<file path="src/shared/rtpp_pkg.sv">
// Package of constants and carrier types for the tape record parser.
package rtpp_pkg;

    // Character codes of the tape stream.
    localparam logic [7:0] CH_START = 8'h42;
    localparam logic [7:0] CH_HIGH  = 8'h50;
    localparam logic [7:0] CH_LOW   = 8'h4e;
    localparam logic [7:0] CH_END   = 8'h46;

    // Default geometry and reset values.
    localparam int         DEF_WORDS     = 256;
    localparam int         DEF_DATA_W    = 8;
    localparam logic [7:0] RST_CHAR      = 8'h00;

    typedef struct packed {
        logic [7:0] code;
    } rtpp_char_t;

endpackage

</file>
<file path="src/rtl/rtpp_sync.sv">
// Two-flop synchroniser for the character strobe coming from the reader.
module rtpp_sync (
    // Clock and reset
    input  wire logic core_clk,
    input  wire logic rstn,
    // Level in and out
    input  wire logic din,
    output logic      dout
);

    typedef struct packed {
        logic s1;
        logic s2;
    } rtpp_sync_st_t;

    rtpp_sync_st_t st_r;
    rtpp_sync_st_t st_nxt;

    always_comb begin
        st_nxt    = st_r;
        st_nxt.s1 = din;
        st_nxt.s2 = st_r.s1;
    end

    always_ff @(posedge core_clk or negedge rstn) begin
        if (!rstn) begin
            st_r <= '0;
        end else begin
            st_r <= st_nxt;
        end
    end

    assign dout = st_r.s2;

endmodule

</file>
<file path="src/rtl/rtpp_buf2.sv">
// Two-entry skid buffer carrying finished address and data words.
module rtpp_buf2 #(
    parameter int W = 16
) (
    // Clock and reset
    input  wire logic         core_clk,
    input  wire logic         rstn,
    // Filling side
    input  wire logic         in_valid,
    output logic              in_ready,
    input  wire logic [W-1:0] in_data,
    // Draining side
    output logic              out_valid,
    input  wire logic         out_ready,
    output logic [W-1:0]      out_data
);

    typedef struct packed {
        logic [W-1:0] d0;
        logic [W-1:0] d1;
        logic [1:0]   cnt;
    } rtpp_buf_st_t;

    rtpp_buf_st_t st_r;
    rtpp_buf_st_t st_nxt;
    logic         push;
    logic         pop;

    always_comb begin
        st_nxt = st_r;
        push   = in_valid && (st_r.cnt != 2'h2);
        pop    = out_ready && (st_r.cnt != 2'h0);
        if (pop) begin
            st_nxt.d0 = st_r.d1;
        end
        if (push) begin
            if ((st_r.cnt == 2'h0) || (st_r.cnt == 2'h1 && pop)) begin
                st_nxt.d0 = in_data;
            end else begin
                st_nxt.d1 = in_data;
            end
        end
        st_nxt.cnt = st_r.cnt + {1'b0, push} - {1'b0, pop};
    end

    always_ff @(posedge core_clk or negedge rstn) begin
        if (!rstn) begin
            st_r <= '0;
        end else begin
            st_r <= st_nxt;
        end
    end

    assign in_ready  = (st_r.cnt != 2'h2);
    assign out_valid = (st_r.cnt != 2'h0);
    assign out_data  = st_r.d0;

endmodule

</file>
<file path="src/rtl/rtpp_parser.sv">
// Paper tape record parser producing address and data words for a PROM programmer.

// Operation
// - Leader characters before first record ignored.
// - One record per word, count is parameter.
// - Record is start, bit characters, end.
// - First record address zero, then increments.
// - High character sets bit, low clears.
// - First bit character is highest bit.
// - Trailer characters after last record ignored.
// - Between records skip all but start, end.
module rtpp_parser #(
    parameter int WORDS  = rtpp_pkg::DEF_WORDS,
    parameter int DATA_W = rtpp_pkg::DEF_DATA_W,
    parameter int ADDR_W = $clog2(WORDS)
) (
    // Clock and reset
    input  wire logic              core_clk,
    input  wire logic              rstn,
    // Character input from the tape reader, strobe toggles per character
    input  wire logic              char_tgl,
    input  wire logic [7:0]        char_code,
    // Word output towards the programmer
    output logic                   word_valid,
    input  wire logic              word_ready,
    output logic [ADDR_W-1:0]      word_addr,
    output logic [DATA_W-1:0]      word_data,
    // Status
    output logic                   rec_error,
    output logic                   done
);

    // Characters arrive with a toggle rather than a pulse so that the reader
    // may run from any clock. The toggle and the code each pass two flops,
    // which keeps them aligned, so the code is settled whenever the moved
    // toggle is seen. The intake has no overrun detection: a reader that
    // toggles twice while a full buffer holds intake back loses both
    // characters, so the source must pace itself against the programmer.

    localparam int BW = ADDR_W + DATA_W;
    localparam int CW = $clog2(DATA_W + 2);

    // Bit count at which a record holds a whole word.
    localparam logic [CW-1:0]   FULL_CNT  = CW'(DATA_W);
    // Address of the final record; reaching it ends the tape.
    localparam logic [ADDR_W:0] LAST_ADDR = (ADDR_W + 1)'(WORDS - 1);

    // Record walk: between records, gathering bits, waiting for the end
    // character, and finished once every word has been taken in.
    typedef enum logic [3:0] {
        ST_IDLE  = 4'h1,
        ST_BITS  = 4'h2,
        ST_CLOSE = 4'h4,
        ST_FULL  = 4'h8
    } rtpp_state_t;

    // Meaning of one received character, one bit per class.
    typedef enum logic [4:0] {
        CC_START = 5'h01,
        CC_HIGH  = 5'h02,
        CC_LOW   = 5'h04,
        CC_END   = 5'h08,
        CC_OTHER = 5'h10
    } rtpp_class_t;

    typedef struct packed {
        rtpp_state_t          state;
        logic                 tgl_seen;
        logic [7:0]           code_m;
        logic [7:0]           code_s;
        rtpp_pkg::rtpp_char_t ch;
        logic                 ch_new;
        logic [DATA_W-1:0]    shift;
        logic [CW-1:0]        nbits;
        logic [ADDR_W:0]      addr;
        logic                 push;
        logic [BW-1:0]        push_word;
        logic                 err;
        logic                 done;
        logic                 ovalid;
        logic [BW-1:0]        oword;
    } rtpp_st_t;

    rtpp_st_t      st_r;
    rtpp_st_t      st_nxt;
    rtpp_class_t   cls;
    logic          tgl_s;
    logic          tgl_moved;
    logic          buf_in_ready;
    logic          buf_out_valid;
    logic [BW-1:0] buf_out_data;
    logic          take_out;

    // Sorts a received code into the classes the record walk acts on.
    function automatic rtpp_class_t classify(input logic [7:0] c);
        case (c)
            rtpp_pkg::CH_START: classify = CC_START;
            rtpp_pkg::CH_HIGH:  classify = CC_HIGH;
            rtpp_pkg::CH_LOW:   classify = CC_LOW;
            rtpp_pkg::CH_END:   classify = CC_END;
            default:            classify = CC_OTHER;
        endcase
    endfunction

    // Moves one bit in at the bottom, so the first bit ends up on top.
    function automatic logic [DATA_W-1:0] shift_in(input logic [DATA_W-1:0] s,
                                                   input logic              b);
        shift_in = {s[DATA_W-2:0], b};
    endfunction

    // Joins the address and the data into one buffer entry.
    function automatic logic [BW-1:0] pack_word(input logic [ADDR_W:0]   a,
                                                input logic [DATA_W-1:0] d);
        pack_word = {a[ADDR_W-1:0], d};
    endfunction

    assign cls       = classify(st_r.ch.code);
    assign tgl_moved = (tgl_s != st_r.tgl_seen);

    rtpp_sync u_sync (
        .core_clk (core_clk),
        .rstn     (rstn),
        .din      (char_tgl),
        .dout     (tgl_s)
    );

    // The output register is refilled when empty or taken this cycle.
    assign take_out = !st_r.ovalid || word_ready;

    always_comb begin
        st_nxt          = st_r;
        st_nxt.push     = 1'b0;
        st_nxt.ch_new   = 1'b0;
        st_nxt.tgl_seen = tgl_s;
        // The code pin gets two flops of its own, the same depth as the toggle.
        st_nxt.code_m   = char_code;
        st_nxt.code_s   = st_r.code_m;
        // A full buffer leaves the toggle unconsumed, so the character waits.
        if (tgl_moved && buf_in_ready) begin
            st_nxt.ch.code = st_r.code_s;
            st_nxt.ch_new  = 1'b1;
        end else if (tgl_moved) begin
            st_nxt.tgl_seen = st_r.tgl_seen;
        end
        if (st_r.ch_new) begin
            case (st_r.state)
                ST_IDLE: begin
                    // Leader, trailer, line breaks and other filler are skipped.
                    if (cls == CC_START) begin
                        st_nxt.state = ST_BITS;
                        st_nxt.nbits = '0;
                        st_nxt.shift = '0;
                    end else if (cls == CC_END) begin
                        st_nxt.err = 1'b1;
                    end
                end
                ST_BITS: begin
                    if (cls == CC_HIGH || cls == CC_LOW) begin
                        st_nxt.shift = shift_in(st_r.shift, cls == CC_HIGH);
                        st_nxt.nbits = st_r.nbits + CW'(1);
                        if (st_r.nbits + CW'(1) == FULL_CNT) begin
                            st_nxt.state = ST_CLOSE;
                        end
                    end else begin
                        // Short record, nested start or foreign character.
                        st_nxt.state = ST_IDLE;
                        st_nxt.err   = 1'b1;
                    end
                end
                ST_CLOSE: begin
                    if (cls == CC_END) begin
                        st_nxt.push      = 1'b1;
                        st_nxt.push_word = pack_word(st_r.addr, st_r.shift);
                        st_nxt.addr      = st_r.addr + (ADDR_W + 1)'(1);
                        if (st_r.addr == LAST_ADDR) begin
                            st_nxt.state = ST_FULL;
                            st_nxt.done  = 1'b1;
                        end else begin
                            st_nxt.state = ST_IDLE;
                        end
                    end else begin
                        // An extra bit or any other character drops the record.
                        st_nxt.state = ST_IDLE;
                        st_nxt.err   = 1'b1;
                    end
                end
                ST_FULL: begin
                    // Every word is in; the rest of the tape is ignored.
                    st_nxt.state = ST_FULL;
                end
                default: begin
                    st_nxt.state = ST_IDLE;
                end
            endcase
        end
        if (take_out) begin
            st_nxt.ovalid = buf_out_valid;
            st_nxt.oword  = buf_out_data;
        end
    end

    always_ff @(posedge core_clk or negedge rstn) begin
        if (!rstn) begin
            st_r         <= '0;
            st_r.state   <= ST_IDLE;
            st_r.ch.code <= rtpp_pkg::RST_CHAR;
        end else begin
            st_r <= st_nxt;
        end
    end

    // The buffer absorbs stalls so that a word is never lost while the
    // programmer is busy; a full buffer holds back character intake.
    rtpp_buf2 #(.W(BW)) u_buf (
        .core_clk  (core_clk),
        .rstn      (rstn),
        .in_valid  (st_r.push),
        .in_ready  (buf_in_ready),
        .in_data   (st_r.push_word),
        .out_valid (buf_out_valid),
        .out_ready (take_out),
        .out_data  (buf_out_data)
    );

    assign word_valid = st_r.ovalid;
    assign word_addr  = st_r.oword[BW-1:DATA_W];
    assign word_data  = st_r.oword[DATA_W-1:0];
    assign rec_error  = st_r.err;
    assign done       = st_r.done;

endmodule

</file>
<file path="config.mk">
export PLATFORM = sky130hd
export DESIGN_NAME = rtpp_parser
export DESIGN_NICKNAME = d
export VERILOG_FILES = /design/src/shared/rtpp_pkg.sv /design/src/rtl/rtpp_sync.sv /design/src/rtl/rtpp_buf2.sv /design/src/rtl/rtpp_parser.sv
export SDC_FILE = /design/constraint.sdc
export NUM_CORES = 1
export LEC_CHECK = 0
export ABC_AREA = 1
export BUFFER_PORTS_ARGS = -buffer_cell sky130_fd_sc_hd__buf_2
export CORE_ASPECT_RATIO = 1.1
export CORE_UTILIZATION = 60
export CTS_CLUSTER_DIAMETER = 30
export DETAILED_ROUTE_END_ITERATION = 7
export GPL_ROUTABILITY_DRIVEN = 0
export HOLD_SLACK_MARGIN = 0.1
export PLACE_DENSITY = 0.79
export SLEW_MARGIN = 40
export SYNTH_ARGS = -nofsm -noshare
export SYNTH_HDL_FRONTEND = slang
export SYNTH_SLANG_ARGS = --single-unit
</file>
<file path="constraint.sdc">
create_clock -name core_clk -period 4.25 [get_ports core_clk]
set_input_delay 0.85 -clock core_clk [delete_from_list [all_inputs] [get_ports core_clk]]
set_output_delay 0.85 -clock core_clk [all_outputs]
set_load 0.02 [all_outputs]
</file>
==> results by group <==
Clock network
  • CTS Buf Count: 17
  • Clock tree buffer depth: 2
  • Clock Sinks: 123
  • H-tree depth: 4
  • Clock root cell: clkbuf_8
  • Post-CTS Resized: 0
  • Reg clk slew, reported paths: 0.06 ns
  • # hold bufs at CTS: 0
  • CTS tree: built
  • Setup bufs post-CTS: 0
  • Clk_lat worst skew: 0.51 ns

Place
  • Port buffer count: 30
  • Post-detail-place hpwl: 5970 µm

Layout
  • Fillcell total: 586
  • Share of cells above drive strength 1: 0.197
  • Area grow syn2layout: 13.2%
  • N_diodes: 0
  • Layout net count: 589

Critical path
  • R2R cell count: 7
  • CP max FO: 30
  • Slowest CP cell: nor2_2
  • WP data arrival: 2.65 ns
  • Worst setup path end: u_buf.out_data[4]$_DFF_PN0_
  • Worst Setup End Kind: register
  • Worst R2R Start: word_valid$_DFFE_PN0P_
  • R2R setup slack: 2.03 ns
  • FF-to-FF End: u_buf.out_data[4]$_DFF_PN0_
  • Critical Path Start: word_ready
  • CP max stage delay: 0.56 ns
  • Worst path cell trace: buf_2, inv_1, nand2_1, buf_4, o21ai_2, nor2_2, clkinv_1, nor2_1, a31oi_1
  • Kind of start point of the critical path: primary input
  • Crit Path Class: in -> reg
  • Required time of the critical path: 4.62 ns

Detailed routing
  • DRT Wirelength: 9350 µm
  • Post-route ant nets: 0
  • Total number of vias: 3631
  • DR iter-0 viols: 153
  • Remaining DRCs: 0
  • DRT Pass-1 Iters: 5
  • Drt wl/cell: 13.5 µm
  • Vias/cell: 5.22

STA
  • Hold Slack: 0.238 ns
  • Clock skew: 0.00757 ns
  • RSZ-0062 raised after global routing: false
  • Slew Limit Headroom: 0.527
  • Period utilisation layout: 0.537
  • Pins over their slew limit: 0
  • Post-layout min period: 2.28 ns
  • Aggregate negative setup slack: 0 ns
  • Final setup violation count: 0
  • Fmax: 438 MHz
  • Final Hold Fails: 0
  • Slew @ Worst Pin: 0.709 ns

Power
  • Static leakage: 2.92 nW
  • Switching share of power: 0.320
  • Worst vdd ir: 0.389 mV
  • Clock power frac: 0.384
  • Sequential fraction of design power: 0.387
  • PwrDens: 635 nW/µm²
  • Int Pwr: 2.59 mW
  • Logic pwr share: 0.229
  • Psw: 1.22 mW

GRT
  • Total congestion overflow: 0
  • Global-route wire length before repair: 16700 µm
  • Vias in the first global route: 3784
  • Number of antenna violations at the first check in global routing: 0
  • Total GRT Usage: 0.232
  • Largest net degree at the start of global routing: 62

Synth
  • Synth Net Count: 571
  • Post-synthesis sequential area ratio: 0.582
  • Area contributors post-synth: dfrtp_1 58%, nand2_1 9.8%, o21ai_0 4.4%, inv_1 3.5%, nor2_1 2.9%
  • Netlist cell types: 35
  • Yosys top cell by area: dfrtp_1
  • Async SR Flop Fraction: 1.00
  • Gate Count Post-Synth: 554
  • Area share of the largest cell type after synthesis: 0.577
  • Ys flop type: dfrtp_1
  • Mean Syn Cell Area: 9.55 µm²
  • #FFs+latches synth: 123
  • Yosys warnings: 0
  • Post-synth EDFFs: 0
  • Mapped cell area: 5290 µm²

Floorplan
  • Die width: 91.5 µm
  • IO Count: 31
  • Core Area: 8450 µm²
  • Initial Utilization: 0.626
  • Floorplan row count: 35
  • Die footprint: 9190 µm²
  • Die height: 100 µm

Outcome
  • Status: completed

Hold path
  • Hold/Removal Path Class: in -> async

Flow run
  • Maximum capacitance violations: 0
==> cell usage after synthesis, types with 7 or more instances <==
| cell type | n |
|---|---|
| dfrtp_1 | 122 |
| nor2_1 | 41 |
| buf_4 | 19 |
| buf_2 | 7 |
| o21ai_0 | 46 |
| mux2_2 | 10 |
| a21oi_1 | 12 |
| inv_2 | 12 |
| nand2_1 | 138 |
| o21ai_1 | 19 |
| nand3_1 | 9 |
| inv_1 | 49 |
| nand4_1 | 13 |
==> final cells by class <==
type	count	area, µm²	share of cell area
Multi-Input combinational cell	333	1720	0.288
Clock buffer	17	414	0.0692
Inverter	62	233	0.0389
Clock inverter	14	196	0.0328
Tap cell	111	139	0.0232
Sequential cell	123	3080	0.514
Timing Repair Buffer	35	203	0.0338
==> worst max-delay path, delay by kind of cell <==
kind	cells	cell delay (ns)
and+or+nand+nor	3	0.78
buffers and inverters	4	0.81
AOI/OAI and AO/OA	2	0.19
==> layer usage <==
metal | GRT usage | routed length [µm] | share of wire | up-vias
li1 | - | - | - | 1793
met1 | 0.273 | 4100 | 0.44 | 1755
met2 | 0.411 | 4880 | 0.52 | 73
met3 | 0.0566 | 282 | 0.030 | 10
met4 | 0.0891 | 93 | 0.0099 | 0
met5 | 0 | 0 | 0 | -
==> layout by cell type (no fill, tap or decap), drive strengths merged <==
cell	count
ha	5
dfrtp	122
a21oi	13
bufinv	4
xnor2	3
nor3	4
buf	35
o21ai	67
a21o	1
nand3	15
mux2	14
nand4	13
xor2	2
clkbuf	17
clkinv	9
inv	63
nand2	143
a31oi	5
dfstp	1
nand3b	1
nor2	47
==> flip-flops by register name, summed over array words and instances (netlist names), 8 cells and up <==
register and cells:
word_addr 8, u_buf.out_data 16, st_nxt 8, word_data 8
st_r 60, u_buf.st_r 18
==> power by group through the flow <==
stage               clock network [mW]  logic (mW)  registers, mW
finish                            1.46       0.872           1.47
global route                      1.55       0.984           1.49
CTS                               1.49       0.874           1.47
detailed placement                   0       0.856           1.49
global placement                     0       0.820           1.48
floorplan                            0       0.743           1.48
==> through the flow <==
stage	setup slack (ns)	util	total power [mW]	std cells	instance area (µm²)
2_1_floorplan	2.17	-	2.22	554	5290
3_3_place_gp	1.61	0.634	2.30	663	5360
3_5_place_dp	1.49	0.634	2.35	663	5360
4_1_cts	1.99	0.706	3.84	694	5970
5_1_grt	1.78	0.709	4.02	695	5990
6_report	1.97	0.709	3.80	695	5990
==> logic make-up (layout without fill, tap and decap cells) <==
logic type / after synthesis / in the layout / synth area share
flip-flops: 123 / 123 / 0.582
buffers and inverters: 98 / 128 / 0.0918
adder cells (fa/ha/maj): 5 / 5 / 0.0118
AO/OA/AOI/OAI: 86 / 86 / 0.0866
AND/OR/NAND/NOR: 223 / 223 / 0.185
multiplexers: 14 / 14 / 0.0326
XOR/XNOR: 5 / 5 / 0.00970
==> worst min path at each step <==
stage | from | to | slack, ns | cells after the start
after floorplan | st_nxt[66]$_DFF_PN0_ | st_r[66]$_DFF_PN0_ | 0.33 | 0
after global placement | st_nxt[71]$_DFF_PN0_ | st_r[71]$_DFF_PN0_ | 0.33 | 0
after detailed placement | st_nxt[70]$_DFF_PN0_ | st_r[70]$_DFF_PN0_ | 0.34 | 0
after CTS | st_nxt[70]$_DFF_PN0_ | st_r[70]$_DFF_PN0_ | 0.35 | 0
after global routing | rstn | u_buf.out_data[12]$_DFF_PN0_ | 0.24 | 1
final | rstn | u_buf.out_data[11]$_DFF_PN0_ | 0.24 | 1
Note: power is estimated with default switching activity, not from simulation.
